[src/rtl/bms_regs.svh]
// Purpose: Offsets, field positions, reset values and timing figures of the boot sense block.
// Assumes: APB byte addresses, one 32-bit word per register.
// Notes: Definitions only.
`ifndef BMS_REGS_SVH
`define BMS_REGS_SVH

`define BMS_OFF_STATUS     12'h000
`define BMS_OFF_CTRL       12'h004
`define BMS_OFF_PROGRESS   12'h008

`define BMS_SOP_LOAD       3'h4
`define BMS_SOP_TWO_WIRE   3'h1
`define BMS_SOP_FOUR_WIRE  3'h0
`define BMS_SOP_BREAK      3'h2
`define BMS_SOP_RESTORE    3'h6

`define BMS_RST_NONE       2'h0
`define BMS_RST_PARAMS     2'h1
`define BMS_RST_IMAGE      2'h2

`define BMS_CTRL_SEL_LO    0
`define BMS_CTRL_SEL_HI    1
`define BMS_CTRL_START     2
`define BMS_CTRL_RF_LO     3
`define BMS_CTRL_RF_HI     4
`define BMS_CTRL_P2_VAL    5
`define BMS_CTRL_P2_OE     6
`define BMS_CTRL_W         7
`define BMS_CTRL_RST       7'h02

`define BMS_ST_SENSE_LO    0
`define BMS_ST_SENSE_HI    2
`define BMS_ST_STATE_LO    3
`define BMS_ST_STATE_HI    5
`define BMS_ST_JTAG4       6
`define BMS_ST_SWD         7
`define BMS_ST_SERIAL      8
`define BMS_ST_DONE        9
`define BMS_ST_PEND        10
`define BMS_ST_KIND_LO     11
`define BMS_ST_KIND_HI     12

`define BMS_CLK_HZ         100000000
`define BMS_RESTORE_TIME_S 8
`define BMS_BREAK_TIME_US  100
`define BMS_BRK_WINDOW_US  1000

`endif

[src/rtl/bms_pkg.sv]
// Purpose: Types shared by the boot sense block.
// Assumes: Nothing beyond the register header.
// Notes: Boot states are binary coded.
package bms_pkg;

	typedef enum logic [2:0] {
		ST_SENSE   = 3'h0,
		ST_BREAK   = 3'h1,
		ST_LOAD    = 3'h2,
		ST_RUN     = 3'h3,
		ST_RESTORE = 3'h4
	} bms_state_t;

endpackage : bms_pkg

[src/rtl/bms_boot_ctrl.sv]
// Purpose: Senses the boot straps, picks the boot flow and runs the factory restore.
// Assumes: APB slave with one wait state; all inputs synchronous to clk.
// Notes: A restore marker on the nonvolatile ports survives power loss.
//
// Contract
// - The three strap pins are caught at power-up into a register, which picks the mode.
// - The caught value picks the boot flow and maps pins to debug or the first serial port.
// - Serial load mode waits forever for code to arrive over the serial port.
// - Serial load mode also sets up the four-wire debug port.
// - Only pin 0 high boots functionally with two-wire debug on the mode and clock pins; once a restore has finished the code runs four-wire debug instead.
// - All pins low boots functionally with four-wire debug.
// - Only pin 1 high looks for a break on receive; break loads, else four-wire run.
// - The restore pattern with a reset release starts the factory restore.
// - Restore settings are none, parameters only, or image and parameters.
// - The factory image sector is refused to every host processor access.
// - A restore cut short by power loss resumes when power returns.
// - A restore lasts about eight seconds.
// - Pins 0 and 1 drive the RF switch after boot and serve nothing else.
//
// Our own choices: the APB slave port and the address map.
`timescale 1ns/1ps
`include "bms_regs.svh"

module bms_boot_ctrl #(
	parameter int unsigned RESTORE_CYCLES = `BMS_RESTORE_TIME_S * `BMS_CLK_HZ,
	parameter int unsigned BREAK_CYCLES   = `BMS_BREAK_TIME_US * (`BMS_CLK_HZ / 1000000),
	parameter int unsigned WINDOW_CYCLES  = `BMS_BRK_WINDOW_US * (`BMS_CLK_HZ / 1000000),
	parameter int unsigned HADDR_W        = 24,
	parameter logic [23:0] FACT_BASE      = 24'hf00000,
	parameter logic [23:0] FACT_LAST      = 24'hffffff
) (
	input  wire logic               clk,
	input  wire logic               rstn,
	input  wire logic               ce,
	input  wire logic [11:0]        paddr,
	input  wire logic               psel,
	input  wire logic               penable,
	input  wire logic               pwrite,
	input  wire logic [31:0]        pwdata,
	output logic                    pready,
	output logic [31:0]             prdata,
	output logic                    pslverr,
	input  wire logic [2:0]         senseIn,
	output logic [2:0]              senseOut,
	output logic [2:0]              senseOen_n,
	input  wire logic               serialRxd,
	input  wire logic               nvPendIn,
	input  wire logic [1:0]         nvKindIn,
	output logic                    nvPendOut,
	output logic [1:0]              nvKindOut,
	input  wire logic               hostReq,
	input  wire logic [HADDR_W-1:0] hostAddr,
	output logic                    hostGrant,
	output logic                    hostDeny,
	output logic [2:0]              bootSense,
	output logic                    jtag4En,
	output logic                    swdEn,
	output logic                    serialPortEn,
	output logic                    loadActive,
	output logic                    runActive,
	output logic                    restoreBusy,
	output logic                    restoreDone
);

	bms_pkg::bms_state_t state_q;
	bms_pkg::bms_state_t state_d;

	logic [2:0]              sense_q;
	logic                    senseValid_q;
	logic                    resume_q;
	logic [1:0]              resumeKind_q;
	logic [`BMS_CTRL_W-1:0]  ctrl_q;
	logic [31:0]             restCnt_q;
	logic [1:0]              kind_q;
	logic                    done_q;
	logic                    brkStart_q;
	logic                    brkDone;
	logic                    brkFound;

	// Strap decode from the caught value only, never from the live pins.
	wire isLoad    = (sense_q == `BMS_SOP_LOAD);
	wire isTwo     = (sense_q == `BMS_SOP_TWO_WIRE);
	wire isBreak   = (sense_q == `BMS_SOP_BREAK);
	wire isRestore = (sense_q == `BMS_SOP_RESTORE);

	wire [1:0] ctrlSel  = ctrl_q[`BMS_CTRL_SEL_HI:`BMS_CTRL_SEL_LO];
	wire [1:0] ctrlRf   = ctrl_q[`BMS_CTRL_RF_HI:`BMS_CTRL_RF_LO];
	wire       selValid = (ctrlSel == `BMS_RST_PARAMS) | (ctrlSel == `BMS_RST_IMAGE);

	// APB decode: one wait state, write lands at the edge that sees pready.
	wire apbAcc   = psel & penable;
	wire apbPrep  = apbAcc & ~pready;
	wire apbFire  = apbAcc & pready;
	wire hitStat  = (paddr == `BMS_OFF_STATUS);
	wire hitCtrl  = (paddr == `BMS_OFF_CTRL);
	wire hitProg  = (paddr == `BMS_OFF_PROGRESS);
	wire unmapped = ~(hitStat | hitCtrl | hitProg);
	wire ctrlWr   = apbFire & pwrite & hitCtrl;
	wire swStart  = ctrlWr & pwdata[`BMS_CTRL_START];

	wire [31:0] statusWord;
	assign statusWord[`BMS_ST_SENSE_HI:`BMS_ST_SENSE_LO] = sense_q;
	assign statusWord[`BMS_ST_STATE_HI:`BMS_ST_STATE_LO] = state_q;
	assign statusWord[`BMS_ST_JTAG4]                     = jtag4En;
	assign statusWord[`BMS_ST_SWD]                       = swdEn;
	assign statusWord[`BMS_ST_SERIAL]                    = serialPortEn;
	assign statusWord[`BMS_ST_DONE]                      = done_q;
	assign statusWord[`BMS_ST_PEND]                      = nvPendOut;
	assign statusWord[`BMS_ST_KIND_HI:`BMS_ST_KIND_LO]   = kind_q;
	assign statusWord[31:`BMS_ST_KIND_HI+1]              = '0;

	wire [31:0] ctrlWord = {{(32-`BMS_CTRL_W){1'b0}},
		ctrl_q & ~(`BMS_CTRL_W'(1) << `BMS_CTRL_START)};

	wire [31:0] rdMux = hitStat ? statusWord :
		hitCtrl ? ctrlWord :
		hitProg ? restCnt_q : 32'h0;

	// Restore bookkeeping.
	wire restEnd   = (state_q == bms_pkg::ST_RESTORE) &&
		(restCnt_q == RESTORE_CYCLES - 1);
	wire enterRest = (state_q != bms_pkg::ST_RESTORE) &&
		(state_d == bms_pkg::ST_RESTORE);
	wire [1:0] entryKind = resume_q ? resumeKind_q : ctrlSel;

	// Host access check against the protected factory sector.
	wire [23:0] hostAddrW = 24'(hostAddr);
	wire inFactory = (hostAddrW >= FACT_BASE) && (hostAddrW <= FACT_LAST);

	always_comb begin
		state_d = state_q;
		unique case (state_q)
			bms_pkg::ST_SENSE: begin
				if (senseValid_q) begin
					if (resume_q) begin
						state_d = bms_pkg::ST_RESTORE;
					end else if (isRestore && selValid) begin
						state_d = bms_pkg::ST_RESTORE;
					end else if (isLoad) begin
						state_d = bms_pkg::ST_LOAD;
					end else if (isBreak) begin
						state_d = bms_pkg::ST_BREAK;
					end else begin
						state_d = bms_pkg::ST_RUN;
					end
				end
			end
			bms_pkg::ST_BREAK: begin
				if (brkDone) begin
					state_d = brkFound ? bms_pkg::ST_LOAD : bms_pkg::ST_RUN;
				end
			end
			bms_pkg::ST_LOAD: begin
				state_d = bms_pkg::ST_LOAD;
			end
			bms_pkg::ST_RUN: begin
				if (swStart && (pwdata[`BMS_CTRL_SEL_HI:`BMS_CTRL_SEL_LO] == `BMS_RST_PARAMS ||
						pwdata[`BMS_CTRL_SEL_HI:`BMS_CTRL_SEL_LO] == `BMS_RST_IMAGE)) begin
					state_d = bms_pkg::ST_RESTORE;
				end
			end
			bms_pkg::ST_RESTORE: begin
				if (restEnd) begin
					state_d = bms_pkg::ST_RUN;
				end
			end
			default: begin
				state_d = bms_pkg::ST_SENSE;
			end
		endcase
	end

	// Pin mapping follows the next state so the outputs stay registered.
	wire nxtRun   = (state_d == bms_pkg::ST_RUN);
	wire nxtLoad  = (state_d == bms_pkg::ST_LOAD);
	wire nxtBrk   = (state_d == bms_pkg::ST_BREAK);
	wire nxtRest  = (state_d == bms_pkg::ST_RESTORE);
	wire nxtBoot  = (state_d != bms_pkg::ST_SENSE);
	wire nxtSwd   = nxtRun & isTwo & ~done_q & ~restEnd;
	wire nxtJtag4 = nxtLoad | nxtBrk | (nxtRun & ~nxtSwd) | nxtRest;
	wire nxtSer   = nxtLoad | nxtBrk;

	wire [2:0] nxtOut = {ctrl_q[`BMS_CTRL_P2_VAL], ctrlRf};
	wire [2:0] nxtOen = nxtBoot ? {~ctrl_q[`BMS_CTRL_P2_OE], 2'b00} : 3'b111;

	// Strap capture: first enabled edge after reset release, then frozen.
	always_ff @(posedge clk) begin
		if (!rstn) begin
			senseValid_q <= 1'b0;
			sense_q      <= 3'h0;
			resume_q     <= 1'b0;
			resumeKind_q <= 2'h0;
		end else if (ce && !senseValid_q) begin
			senseValid_q <= 1'b1;
			sense_q      <= senseIn;
			resume_q     <= nvPendIn &&
				(nvKindIn == `BMS_RST_PARAMS || nvKindIn == `BMS_RST_IMAGE);
			resumeKind_q <= nvKindIn;
		end
	end

	always_ff @(posedge clk) begin
		if (!rstn) begin
			state_q    <= bms_pkg::ST_SENSE;
			brkStart_q <= 1'b0;
		end else if (ce) begin
			state_q    <= state_d;
			brkStart_q <= (state_q == bms_pkg::ST_SENSE) && (state_d == bms_pkg::ST_BREAK);
		end
	end

	always_ff @(posedge clk) begin
		if (!rstn) begin
			ctrl_q <= `BMS_CTRL_RST;
		end else if (ce && ctrlWr) begin
			ctrl_q <= pwdata[`BMS_CTRL_W-1:0] & ~(`BMS_CTRL_W'(1) << `BMS_CTRL_START);
		end
	end

	always_ff @(posedge clk) begin
		if (!rstn) begin
			restCnt_q <= 32'h0;
			kind_q    <= `BMS_RST_NONE;
			done_q    <= 1'b0;
			nvPendOut <= 1'b0;
			nvKindOut <= `BMS_RST_NONE;
		end else if (ce) begin
			if (enterRest) begin
				restCnt_q <= 32'h0;
				kind_q    <= swStart ? pwdata[`BMS_CTRL_SEL_HI:`BMS_CTRL_SEL_LO] : entryKind;
				nvPendOut <= 1'b1;
				nvKindOut <= swStart ? pwdata[`BMS_CTRL_SEL_HI:`BMS_CTRL_SEL_LO] : entryKind;
				done_q    <= 1'b0;
			end else if (restEnd) begin
				nvPendOut <= 1'b0;
				done_q    <= 1'b1;
			end else if (state_q == bms_pkg::ST_RESTORE) begin
				restCnt_q <= restCnt_q + 32'h1;
			end
		end
	end

	always_ff @(posedge clk) begin
		if (!rstn) begin
			bootSense    <= 3'h0;
			jtag4En      <= 1'b0;
			swdEn        <= 1'b0;
			serialPortEn <= 1'b0;
			loadActive   <= 1'b0;
			runActive    <= 1'b0;
			restoreBusy  <= 1'b0;
			restoreDone  <= 1'b0;
		end else if (ce) begin
			bootSense    <= senseValid_q ? sense_q : senseIn;
			jtag4En      <= nxtJtag4;
			swdEn        <= nxtSwd;
			serialPortEn <= nxtSer;
			loadActive   <= nxtLoad;
			runActive    <= nxtRun;
			restoreBusy  <= nxtRest;
			restoreDone  <= restEnd | (done_q & ~enterRest);
		end
	end

	// After boot, pins 0 and 1 only ever drive the RF switch.
	always_ff @(posedge clk) begin
		if (!rstn) begin
			senseOut   <= 3'h0;
			senseOen_n <= 3'h7;
		end else if (ce) begin
			senseOut   <= nxtOut;
			senseOen_n <= nxtOen;
		end
	end

	always_ff @(posedge clk) begin
		if (!rstn) begin
			hostGrant <= 1'b0;
			hostDeny  <= 1'b0;
		end else if (ce) begin
			hostGrant <= hostReq & ~inFactory;
			hostDeny  <= hostReq & inFactory;
		end
	end

	always_ff @(posedge clk) begin
		if (!rstn) begin
			pready  <= 1'b0;
			prdata  <= 32'h0;
			pslverr <= 1'b0;
		end else if (ce) begin
			pready  <= apbPrep;
			prdata  <= apbPrep ? rdMux : 32'h0;
			pslverr <= apbPrep & unmapped;
		end
	end

	bms_break_detect #(
		.BREAK_CYCLES  (BREAK_CYCLES),
		.WINDOW_CYCLES (WINDOW_CYCLES)
	) uBreak (
		.clk   (clk),
		.rstn  (rstn),
		.ce    (ce),
		.start (brkStart_q),
		.rxd   (serialRxd),
		.done  (brkDone),
		.found (brkFound)
	);

endmodule : bms_boot_ctrl

[src/rtl/bms_break_detect.sv]
// Purpose: Watches the serial receive line for a break after a start pulse.
// Assumes: The line idles high; a break holds it low for BREAK_CYCLES.
// Notes: Gives up after WINDOW_CYCLES with found low.
`timescale 1ns/1ps

module bms_break_detect #(
	parameter int unsigned BREAK_CYCLES  = 10000,
	parameter int unsigned WINDOW_CYCLES = 100000
) (
	input  wire logic clk,
	input  wire logic rstn,
	input  wire logic ce,
	input  wire logic start,
	input  wire logic rxd,
	output logic      done,
	output logic      found
);

	logic        busy_q;
	logic [31:0] lowCnt_q;
	logic [31:0] winCnt_q;

	wire hit     = busy_q & ~rxd & (lowCnt_q == BREAK_CYCLES - 1);
	wire timeout = busy_q & (winCnt_q == WINDOW_CYCLES - 1);

	always_ff @(posedge clk) begin
		if (!rstn) begin
			busy_q   <= 1'b0;
			lowCnt_q <= 32'h0;
			winCnt_q <= 32'h0;
			done     <= 1'b0;
			found    <= 1'b0;
		end else if (ce) begin
			busy_q   <= (busy_q | start) & ~hit & ~timeout;
			lowCnt_q <= (busy_q & ~rxd) ? lowCnt_q + 32'h1 : 32'h0;
			winCnt_q <= busy_q ? winCnt_q + 32'h1 : 32'h0;
			done     <= hit | timeout;
			found    <= hit;
		end
	end

endmodule : bms_break_detect

[config.mk]
export PLATFORM = sky130hd
export DESIGN_NAME = bms_boot_ctrl
export DESIGN_NICKNAME = d
export VERILOG_FILES = /design/src/rtl/bms_pkg.sv /design/src/rtl/bms_boot_ctrl.sv /design/src/rtl/bms_break_detect.sv
export VERILOG_INCLUDE_DIRS = /design/src /design/src/rtl
export SDC_FILE = /design/constraint.sdc
export NUM_CORES = 1
export LEC_CHECK = 0
export BUFFER_PORTS_ARGS = -buffer_cell sky130_fd_sc_hd__buf_2
export CORE_MARGIN = 1
export CORE_UTILIZATION = 44
export CTS_CLUSTER_SIZE = 10
export DETAILED_ROUTE_END_ITERATION = 10
export PLACE_DENSITY = 0.71
export SYNTH_ARGS = -nofsm -noshare
export SYNTH_HDL_FRONTEND = slang
export SYNTH_SLANG_ARGS = --single-unit
[constraint.sdc]
create_clock -name clk -period 4.3 [get_ports clk]
set_clock_uncertainty 0.2 [all_clocks]
set_input_delay 1.29 -clock clk [delete_from_list [all_inputs] [get_ports clk]]
set_output_delay 1.29 -clock clk [all_outputs]
set_load 0.01 [all_outputs]
Word-level counts from Yosys, hierarchy flattened
Index checks and enable logic that the tools add are counted.
{"block": "totals", "out_inout_bits": 55, "wordCells": 147, "romBits": 0, "mem_count": 0, "latchBits": 0, "ram_bits": 0, "regBits": 172}
{"block": "op_classes", "eq_ne": 25, "shift": 0, "magnitude_cmp": 2, "n_mul": 0, "add_sub_neg": 3, "n_div": 0, "n_mux": 27, "n_reduce_logical": 20, "n_bitwise": 39}
{"cell": "$mux 32", "count": 9}
{"cell": "$add 32x1->32 const B", "count": 3}
{"cell": "$eq 32x14->1 const B", "count": 1}
{"cell": "$eq 32x17->1 const B", "count": 1}
{"cell": "$eq 32x30->1 const B", "count": 1}
{"cell": "$ge 24x24->1 const B", "count": 1}
{"cell": "$le 24x24->1 const B", "count": 1}
{"cell": "$mux 3", "count": 8}
{"cell": "$and 1x1->1", "count": 19}
{"cell": "$eq 3x2->1 const B", "count": 5}
{"cell": "$pmux 3 s5", "count": 1}
{"cell": "$eq 12x3->1 const B", "count": 1}
{"cell": "$eq 12x4->1 const B", "count": 1}
{"cell": "$eq 3x3->1 const B", "count": 4}
{"cell": "$logic_not 12->1", "count": 1}
{"cell": "$not 1->1", "count": 11}
{"cell": "$eq 3x1->1 const B", "count": 3}
{"cell": "$logic_and 1x1->1", "count": 9}
{"cell": "$or 1x1->1", "count": 9}
{"cell": "$mux 2", "count": 4}
{"cell": "$eq 2x1->1 const B", "count": 3}
{"cell": "$eq 2x2->1 const B", "count": 3}
{"cell": "$mux 1", "count": 5}
{"cell": "$reduce_and 2->1", "count": 2}
{"cell": "other kinds (8)", "count": 10}

Longest topological paths before layout
Gate-level depths: netlist of run 1.
{"block": "depth", "ltp_word": 16, "depth_mapped": 9, "ltp_nobuf": 7}

Modules after synthesis
From an unflattened synthesis of run 1, not the netlist that was laid out.
{"block": "unflattened", "hier_cells": 970, "hier_area_um2": 8358.0}
{"mod": "bms_boot_ctrl", "area_per_inst_um2": 4978.5, "seq_area_each_um2": 2082.0, "cells_each": 572, "instances": 1}
{"mod": "bms_break_detect", "area_per_inst_um2": 3379.5, "seq_area_each_um2": 1341.3, "cells_each": 398, "instances": 1}

Worst setup path after synthesis of run 1
No wires, ideal clock.
{"block": "synth_path", "path_type": "input port to flip-flop", "startpoint": "input paddr[9]", "endpoint": "register restCnt_q[31]", "stages": 7, "t_arrival_ps": 3083, "setup_time_ps": 71, "path_buffers": 1, "slack_ps": 947, "path_cell_list": "or4_4 -> nor4_4 -> and3_4 -> o31ai_2 -> buf_6 -> or3_1 -> a21oi_1"}
{"block": "synth_via", "elab_chain_cells": 10}
{"item": "start: declaration", "line_no": "bms_boot_ctrl.sv:35", "source": "input wire logic [11:0] paddr,"}
{"item": "$eq 12x3->1 (no source line) *"}
{"item": "$and 1x1->1 *", "line_no": "bms_boot_ctrl.sv:98", "source": "wire ctrlWr = apbFire & pwrite & hitCtrl;"}
{"item": "$and 1x1->1 *", "line_no": "bms_boot_ctrl.sv:99", "source": "wire swStart = ctrlWr & pwdata[`BMS_CTRL_START];"}
{"item": "$logic_and 1x1->1 *", "line_no": "bms_boot_ctrl.sv:157", "source": "if (swStart && (pwdata[`BMS_CTRL_SEL_HI:`BMS_CTRL_SEL_LO] == `BMS_RST_PARAMS ||"}
{"item": "$mux 3 *", "line_no": "bms_boot_ctrl.sv:157"}
{"item": "$pmux 3 s5 *", "line_no": "bms_boot_ctrl.sv:132", "source": "unique case (state_q)"}
{"item": "$eq 3x3->1 *", "line_no": "bms_boot_ctrl.sv:123", "source": "(state_d == bms_pkg::ST_RESTORE);"}
{"item": "$logic_and 1x1->1 *", "line_no": "bms_boot_ctrl.sv:122", "source": "wire enterRest = (state_q != bms_pkg::ST_RESTORE) &&"}
{"item": "$ne 2x1->1 (no source line) or $reduce_bool 2->1 (tied branches)"}
{"item": "$reduce_and 3->1 (no source line)"}
{"item": "end signal: assignment", "line_no": "bms_boot_ctrl.sv:238", "source": "restCnt_q <= restCnt_q + 32'h1;"}
{"item": "end: declaration", "line_no": "bms_boot_ctrl.sv:73", "source": "logic [31:0] restCnt_q;"}
Mark *: on every way between the ends. The rest lies on a longest branch, timed or not.
A chain may end at the register's enable or synchronous reset.

Final worst setup path of run 1
{"block": "layout_path", "startpoint": "input paddr[3]", "endpoint": "register restCnt_q[30]"}
Same word-level chain as after synthesis.

==> flow_metrics.tcl, run 1 <==
set metrics [dict create \
    post-route-min-period_ns 3.303 \
    holdPathStages 2 \
    setup_tns_ns 0 \
    synth_edf_count 0 \
    timing.rr.end "restCnt_q[24]" \
    post_cts_buffers 0 \
    wl_per_cell_um 14.90 \
    nets 1056 \
    path_max_fanout 18 \
    p_leak_uw 0.003272 \
    num_vias 6698 \
    dr.pass1.iters 6 \
    antenna_found_initial 0 \
    syn-mean-instance-area_um2 8.544 \
    max_freq_ghz 0.3027 \
    dieWidth_um 133.4 \
    path_class "in2reg" \
    start_util 0.4548 \
    gr-total-overflow 0 \
    gp_congestion 0.8370 \
    root_buffer "clkbuf_16" \
    fin_cells 1203 \
    yosysWarnings 0 \
    tightest_slew_ns 1.074 \
    fin_crit_sh 0.7682 \
    utilization 0.5293 \
    dp_hpwl_mm 12.49 \
    holdWs_ns 0.2589 \
    grt_setup_unrepaired "false" \
    min_from "prdata[4]" \
    ys_seq_area_frac 0.4507 \
    syn-num-nets 974 \
    placed_cells_incl_taps 1172 \
    placed_area_mm2 0.008280 \
    cts_buffers 17 \
    max_cap_viol_count 0 \
    htree_levels 4 \
    holdCritPathClass "reg2reg" \
    vdd_drop_max_mv 0.2892 \
    synthesis.area_mm2 0.007596 \
    max-slew-margin-rel 0.2795 \
    synth.distinct_cells 60 \
    nFillCells 1581 \
    dieArea_mm2 0.01779 \
    endpoint_kind "flip-flop" \
    drt-initial-drc-count 382 \
    drc 0 \
    clock_path_buffers 2 \
    yosysTopAreaCell "dfxtp_1" \
    async_flop_share 0 \
    cts_resized 0 \
    p_per_area_mw_per_mm2 367.5 \
    start_kind "primary input" \
    via_per_inst 5.568 \
    netlist_top_cells_area "dfxtp_1 (45%), nor2_1 (7.4%), xor2_1 (4.4%), nand2_1 (3.3%), a21oi_1 (3.2%)" \
    r2r-start "restCnt_q[0]" \
    port_buffers 91 \
    clock_latency_ns 0.43 \
    synth_ff_type "dfxtp_1" \
    cts.hold.buffers_added 0 \
    placementRows 47 \
    cts_tree "done" \
    drive_gt1_frac 0.1546 \
    die_h_um 133.4 \
    holdPathEnd "prdata[4]" \
    layout_commonest_cell "dfxtp_1" \
    synth.ff_latch_count 171 \
    setup_viol 0 \
    ant_nets 0 \
    hold_viol 0 \
    outcome "finished, final reports clean" \
    area_growth_pct 16.37 \
    grt_pass1_wl_mm 30.13 \
    clkSlewWorstSetupHoldPaths_ns 0.07 \
    postLayoutCellArea_mm2 0.008840 \
    routed_wl_mm 17.92 \
    yosys.area.top_type_share 0.4507 \
    final_cell_mix "dfxtp_1 (171), nor2_1 (149), buf_2 (91), nand2_1 (66), a21oi_1 (49)" \
    finalMaxSlewViolations 0 \
    reg2reg_depth 7 \
    diodes 0 \
    coreArea_mm2 0.01670 \
    pin_count 137 \
    clock_sinks 171 \
    grt_max_degree 53 \
    syn_inst 889 \
    r2r_setup_slack_ns 1.07 \
    crit_start "paddr[3]" \
    required_ns 4.46 \
    grt_usage 0.2085 \
    grt_pass1_vias 6171 \
    arrival_ns 3.46 \
]
[how the worst max path moves through the flow]
stage                     to  slack (ns)  cells past startpoint
2_1_floorplan  restCnt_q[31]        0.95                      7
3_5_place_dp   restCnt_q[26]        0.57                      7
5_1_grt         restCnt_q[4]        0.74                      7
6_report       restCnt_q[30]         1.0                      7
3_3_place_gp   restCnt_q[30]        0.62                      7
4_1_cts        restCnt_q[26]        1.01                      7
[registers in the layout (all words and copies together), names as in the netlist, 6 cells and up]
signal and flops:
uBreak.winCnt_q 32, ctrl_q 6, restCnt_q 32, prdata 32
uBreak.lowCnt_q 32
[cell type report]
type / instances / area, um^2 / area share
multi-input cells: 661 / 3958 / 0.4477
flip-flops and latches: 171 / 3423 / 0.3873
repair buffers: 107 / 575.6 / 0.06511
clock buffers: 19 / 442.9 / 0.05011
well taps: 220 / 275.3 / 0.03114
clock inverters: 12 / 116.4 / 0.01316
inverters: 13 / 48.80 / 0.005520
[power by group]
part           internal (uW)  total (uW)  switching, uW
clock                    818        1460            640
combinational           62.2         169            107
sequential              1600        1620           21.4
total                   2480        3250            768
[worst max-delay path: stages]
cell,delay (ns)
buf_2,0.17
or4b_1,0.57
nor4_4,0.32
and3_4,0.28
o31ai_2,0.21
or4_1,0.47
a21oi_1,0.14
[routing by layer]
layer	GRT usage	vias up	wire length, um
met2	0.3391	110	8575
met5	0	-	0
met1	0.2766	3215	8444
met4	0.08081	0	300
li1	-	3349	-
met3	0.03349	24	600
[synth_stat cells, types with 4 or more instances]
cell	number
nand3_1	40
nor2_1	149
or4_1	5
mux2i_1	23
or3_1	32
o21ai_0	35
clkbuf_1	30
a211oi_1	5
and2_1	4
nand2_1	66
nor4_1	14
xor2_1	38
nand4_1	35
xnor2_1	27
nand2b_1	9
buf_1	5
o211a_1	4
dfxtp_1	171
inv_1	12
a222oi_1	7
and4_1	12
and3_1	11
buf_2	6
a22oi_1	24
nor3_1	19
a21oi_1	49
nor3b_1	4
[logic make-up after synthesis]
logic type,share of synthesized area
simple gates,0.2784
flops,0.4507
compound gates,0.1300
xor+xnor,0.07495
buf+inv,0.03080
mux,0.03031
fa+ha+maj,0.004942
[stage by stage]
step | worst slack (ns) | total power [uW]
floorplan | 0.9468 | 1761
global placement | 0.6186 | 1824
detailed placement | 0.5747 | 1826
CTS | 1.012 | 3277
global route | 0.7431 | 3363
finish | 0.9967 | 3249
No activity file was read; power rests on OpenSTA's default activity.
==> run 2: changes to the inputs <==
--- a/config.mk
+++ b/config.mk
@@ -6,12 +6,13 @@
 export SDC_FILE = /design/constraint.sdc
 export NUM_CORES = 1
 export LEC_CHECK = 0
+export ABC_AREA = 1
 export BUFFER_PORTS_ARGS = -buffer_cell sky130_fd_sc_hd__buf_2
 export CORE_MARGIN = 1
 export CORE_UTILIZATION = 44
 export CTS_CLUSTER_SIZE = 10
 export DETAILED_ROUTE_END_ITERATION = 10
-export PLACE_DENSITY = 0.71
+export PLACE_DENSITY = 0.73
 export SYNTH_ARGS = -nofsm -noshare
 export SYNTH_HDL_FRONTEND = slang
 export SYNTH_SLANG_ARGS = --single-unit
==> constraint.sdc (replaced) <==
create_clock -name clk -period 2.9 [get_ports clk]
set_clock_uncertainty 0.2 [all_clocks]
set_input_delay 0.87 -clock clk [delete_from_list [all_inputs] [get_ports clk]]
set_output_delay 0.87 -clock clk [all_outputs]
set_load 0.01 [all_outputs]
==> flow_metrics.tcl, run 2 <==
set metrics [dict create \
    htree_levels 4 \
    fin_cells 1754 \
    dp_hpwl_mm 18.58 \
    wl_per_cell_um 14.42 \
    finalMaxSlewViolations 0 \
    ant_nets 0 \
    layout_commonest_cell "nand2_1" \
    combPwrFrac 0.062 \
    coreArea_mm2 0.02049 \
    drt-initial-drc-count 579 \
    yosysWarnings 0 \
    pin_count 137 \
    ys_seq_area_frac 0.3676 \
    holdPathEnd "prdata[21]" \
    timing.final.ws_setup_ns 0.4522 \
    dieArea_mm2 0.02175 \
    netlist_top_cells_area "dfxtp_1 (37%), nand2_1 (14%), a21oi_1 (6.4%), inv_1 (6.1%), nor2_1 (5.8%)" \
    yosysMostFrequentCell "nand2_1" \
    start_kind "flip-flop" \
    r2r-start "uBreak.lowCnt_q[0]" \
    post-route-min-period_ns 2.448 \
    synth.distinct_cells 46 \
    slowest_delay_ns 0.41 \
    yosysTopAreaCell "dfxtp_1" \
    start_util 0.4543 \
    holdPathStages 2 \
    path_class "reg2reg" \
    hold_viol 0 \
    root_buffer "clkbuf_16" \
    holdCritPathClass "reg2reg" \
    worst_path_max_delay_cell "dfxtp_1" \
    clock_path_buffers 2 \
    switching_share 0.2733 \
    clock_latency_ns 0.45 \
    placed_cells_incl_taps 1722 \
    drc 0 \
    synth_edf_count 0 \
    placementRows 52 \
    num_vias 9472 \
    max_freq_ghz 0.4085 \
    nets 1556 \
    p_clk_frac 0.469 \
    r2r_setup_slack_ns 0.45 \
    grt_usage 0.2394 \
    arrival_ns 2.58 \
    grt_setup_unrepaired "false" \
    required_ns 3.03 \
    setup_viol 0 \
    max_cap_viol_count 0 \
    grt_pass1_wl_mm 42.11 \
    setup_tns_ns 0 \
    port_buffers 91 \
    cts_resized 0 \
    net-switching-power_uw 1404 \
    p_seq_frac 0.468 \
    crit_top_cell "nand2_1" \
    die_h_um 147.5 \
    fin_crit_sh 0.8441 \
    async_flop_share 0 \
    synthesis.area_mm2 0.009311 \
    utilization 0.5190 \
    vdd_drop_max_mv 0.3394 \
    p_per_area_mw_per_mm2 483.0 \
    grt_pass1_vias 8705 \
    cts_buffers 17 \
    yosys.area.top_type_share 0.3676 \
    routed_wl_mm 25.29 \
    dp_slack_ns 0.1280 \
    tightest_slew_ns 0.6251 \
    p_leak_uw 0.003939 \
    synth.ff_latch_count 171 \
    diodes 0 \
    grt_max_degree 54 \
    reg2reg_depth 12 \
    dieWidth_um 147.5 \
    final_cell_mix "nand2_1 (337), dfxtp_1 (171), inv_1 (150), nor2_1 (145), a21oi_1 (120)" \
    gr-total-overflow 0 \
    path_max_fanout 6 \
    synth_common_cells "nand2_1 (337), dfxtp_1 (171), inv_1 (152)" \
    drive_gt1_frac 0.1388 \
    nFillCells 2057 \
    internal_power_uw 3734 \
    max-slew-margin-rel 0.5794 \
    syn_inst 1396 \
    area_growth_pct 14.24 \
    post_cts_buffers 0 \
    via_per_inst 5.400 \
    multiInputGateArea_mm2 0.005029 \
    outcome "finished, final reports clean" \
    min_from "prdata[21]" \
    timing.rr.end "uBreak.lowCnt_q[16]" \
    gp_congestion 0.9592 \
    cts.hold.buffers_added 0 \
    syn-mean-instance-area_um2 6.670 \
    clock_sinks 171 \
    syn-num-nets 1481 \
    cts_tree "done" \
    final-seq-area_mm2 0.003423 \
    path_cells "ha_1 -> nand3_1 -> nor2_1 -> nand2_1 -> nor3_2 -> nand2_1 -> nor2_2 -> nand2_1 -> nor2_4 -> nand2_1 -> o21ai_1 -> nor2_1" \
    dr.pass1.iters 5 \
    synth_ff_type "dfxtp_1" \
    clkSlewWorstSetupHoldPaths_ns 0.07 \
    antenna_found_initial 0 \
    endpoint_kind "flip-flop" \
]
-- run 2: changes by cell type after synthesis, moves of 24 or more --
cell     change
xor2_1      -24
or3_1       -32
nor3_1      +41
inv_1      +140
a21oi_1     +71
nand3_1     +44
a22oi_1     -24
nand2_1    +271
-- run 2: worst max-delay path by stage --
stage | start | to | slack [ns]
after floorplan | paddr[11] | restCnt_q[7] | 0.48
after global placement | ce | uBreak.lowCnt_q[16] | 0.17
after detailed placement | ce | uBreak.lowCnt_q[16] | 0.13
after CTS | restCnt_q[1] | restCnt_q[27] | 0.48
after global routing | uBreak.lowCnt_q[0] | uBreak.lowCnt_q[16] | 0.22
final | uBreak.lowCnt_q[0] | uBreak.lowCnt_q[16] | 0.45
-- run 2: final cells by class --
type | instances | area share
multi-input cells | 1011 | 0.4727
flip-flops and latches | 171 | 0.3218
repair buffers | 107 | 0.05763
inverters | 163 | 0.05752
clock buffers | 17 | 0.03999
well taps | 270 | 0.03176
clock inverters | 15 | 0.01858
-- run 2: worst max-delay path, delay by kind of cell (launching register included) --
family / cells / cell delay, ns
compound gates: 1 / 0.13
fa+ha+maj: 1 / 0.28
flops: 1 / 0.41
simple gates: 10 / 1.33
-- run 2: metal layers --
metal | share of wire | wire length, um | track usage | vias to the layer above
li1 | - | - | - | 4787
met1 | 0.46 | 11510 | 0.3086 | 4402
met2 | 0.47 | 11990 | 0.4014 | 234
met5 | 0 | 0 | 0 | -
met3 | 0.048 | 1202 | 0.04136 | 49
met4 | 0.023 | 593 | 0.08557 | 0
-- run 2: logic make-up (layout without fill, tap and decap cells) --
group           after synthesis  after routing  synth area share
flops                       171            171            0.3676
simple gates                758            758            0.3748
xor+xnor                     19             19           0.01787
buf+inv                     214            302           0.09231
compound gates              231            231            0.1434
fa+ha+maj                     3              3          0.004032
-- run 2: per-stage QoR --
stage / instance area (um^2) / power [uW] / hold slack (ns)
6_report: 10640 / 5138 / 0.2641
2_1_floorplan: 9311 / 2668 / 0.2317
5_1_grt: 10640 / 5299 / 0.2817
3_3_place_gp: 10010 / 2776 / 0.2516
4_1_cts: 10640 / 5175 / 0.2647
3_5_place_dp: 10010 / 2780 / 0.2547
-- run 2: power groups by stage --
stage | combinational [uW] | clock (uW) | sequential (uW)
4_1_cts | 321 | 2450 | 2400
3_3_place_gp | 317 | 0 | 2460
6_report | 321 | 2410 | 2400
3_5_place_dp | 320 | 0 | 2460
5_1_grt | 358 | 2530 | 2410
2_1_floorplan | 210 | 0 | 2460
==> run 3: changes to the inputs <==
--- a/config.mk
+++ b/config.mk
@@ -12,7 +12,7 @@
 export CORE_UTILIZATION = 44
 export CTS_CLUSTER_SIZE = 10
 export DETAILED_ROUTE_END_ITERATION = 10
-export PLACE_DENSITY = 0.73
+export PLACE_DENSITY = 0.7
 export SYNTH_ARGS = -nofsm -noshare
 export SYNTH_HDL_FRONTEND = slang
 export SYNTH_SLANG_ARGS = --single-unit
==> constraint.sdc (replaced) <==
create_clock -name clk -period 2.55 [get_ports clk]
set_clock_uncertainty 0.2 [all_clocks]
set_input_delay 0.765 -clock clk [delete_from_list [all_inputs] [get_ports clk]]
set_output_delay 0.765 -clock clk [all_outputs]
set_load 0.01 [all_outputs]
==> flow_metrics.tcl, run 3 (synthesized netlist as in run 2, its figures left out) <==
set metrics [dict create \
    layout_commonest_cell "nand2_1" \
    via_per_inst 5.241 \
    p_leak_uw 0.004064 \
    grt_usage 0.2383 \
    dieArea_mm2 0.02175 \
    final_cell_mix "nand2_1 (337), dfxtp_1 (171), inv_1 (150), nor2_1 (143), a21oi_1 (120)" \
    grt_setup_unrepaired "false" \
    max_cap_viol_count 0 \
    grt_pass1_vias 8599 \
    crit_start "restCnt_q[1]" \
    routed_wl_mm 25.55 \
    combPwrFrac 0.066 \
    grtUsageMet1 0.3159 \
    grt_max_degree 51 \
    cts_buffers 17 \
    drt-initial-drc-count 582 \
    port_buffers 91 \
    globalRouteMet2Util 0.4017 \
    timing.final.ws_setup_ns 0.2451 \
    wl_per_cell_um 14.34 \
    htree_levels 4 \
    post-route-min-period_ns 2.305 \
    endpoint_kind "flip-flop" \
    dieWidth_um 147.5 \
    clkSlewWorstSetupHoldPaths_ns 0.07 \
    nets 1585 \
    post_cts_buffers 0 \
    vdd_drop_max_mv 0.3526 \
    placementRows 52 \
    start_kind "flip-flop" \
    fin_cells 1782 \
    internal_power_uw 4216 \
    tightest_slew_ns 0.6106 \
    drc 0 \
    drive_gt1_frac 0.1561 \
    cts_resized 0 \
    die_h_um 147.5 \
    utilization 0.5286 \
    dp_slack_ns -0.04559 \
    cts_tree "done" \
    arrival_ns 2.43 \
    nFillCells 2057 \
    dr.pass1.iters 7 \
    grt_pass1_wl_mm 42.06 \
    setup_viol 0 \
    area_growth_pct 16.34 \
    p_per_area_mw_per_mm2 527.9 \
    clock_path_buffers 2 \
    hold_viol 0 \
    switching_share 0.2627 \
    required_ns 2.67 \
    min_from "hostGrant" \
    path_class "reg2reg" \
    clock_latency_ns 0.44 \
    pin_count 137 \
    fin_crit_sh 0.9039 \
    root_buffer "clkbuf_16" \
    holdCritPathClass "reg2reg" \
    busiest_layer "met2" \
    num_vias 9339 \
    max-slew-margin-rel 0.5892 \
    antenna_found_initial 0 \
    dp_hpwl_mm 19.13 \
    placed_cells_incl_taps 1751 \
    cts.hold.buffers_added 0 \
    diodes 0 \
    path_max_fanout 36 \
    p_clk_frac 0.455 \
    r2r-start "restCnt_q[1]" \
    gp_congestion 0.9209 \
    outcome "finished, final reports clean" \
    max_freq_ghz 0.4339 \
    net-switching-power_uw 1502 \
    start_util 0.4543 \
    p_seq_frac 0.478 \
    clock_sinks 171 \
    grt_util_met3 0.04198 \
    gr-total-overflow 0 \
    finalMaxSlewViolations 0 \
    coreArea_mm2 0.02049 \
    ant_nets 0 \
]
run 3: changes by cell type in the layout (fill, tap and decap cells not counted), moves of 2 or more:
cell and change:
buf_4 +28, clkinv_8 -3, clkinvlp_4 +3, inv_6 -2, nor2_1 -2, nor2_2 +2
run 3: through the flow:
stage / area [um^2] / hold slack [ns] / total power [uW] / setup TNS, ns
floorplan: 9311 / 0.2317 / 3034 / 0
CTS: 10830 / 0.2636 / 5764 / 0
finish: 10830 / 0.2643 / 5718 / 0
detailed placement: 10240 / 0.2523 / 3174 / -0.09506
global route: 10830 / 0.2833 / 5927 / 0
global placement: 10240 / 0.2494 / 3169 / 0
run 3: cell type report:
cell class / count / area (um^2) / share of cell area
multi-input cells: 1011 / 5034 / 0.4647
clock inverters: 14 / 157.7 / 0.01455
flip-flops and latches: 171 / 3423 / 0.3160
inverters: 163 / 611.8 / 0.05648
well taps: 270 / 337.8 / 0.03119
repair buffers: 136 / 843.3 / 0.07785
clock buffers: 17 / 425.4 / 0.03927
run 3: power by group through the flow:
stage / combinational (uW) / clock, uW / sequential [uW]
after floorplan: 239 / 0 / 2800
after global placement: 374 / 0 / 2800
after detailed placement: 378 / 0 / 2800
after CTS: 380 / 2650 / 2730
after global routing: 423 / 2770 / 2740
final: 379 / 2600 / 2730
run 3: final timing paths:
| path | endpoint | slack [ns] | cells after the start |
|---|---|---|---|
| min reg2reg | hostGrant | 0.26 | 2 |
| min | hostGrant | 0.26 | 2 |
| max reg2reg | restCnt_q[3] | 0.25 | 12 |
| max | restCnt_q[3] | 0.25 | 12 |
run 3: layer usage:
metal	up-vias	wire (um)
li1	4840	-
met1	4267	12220
met2	206	11940
met3	26	1069
met4	0	324
met5	-	0
run 3: critical path, cell delays in order (launching register included):
cell     delay [ns]
dfxtp_1        0.39
ha_1           0.19
nand2_1        0.06
nor2_1         0.19
nand2_1        0.15
nor2_2         0.17
nand2_2        0.10
a21oi_4        0.19
nand2_4        0.11
nand2_8        0.22
o21ai_0        0.12
nand2_1        0.07
nor2_1         0.04
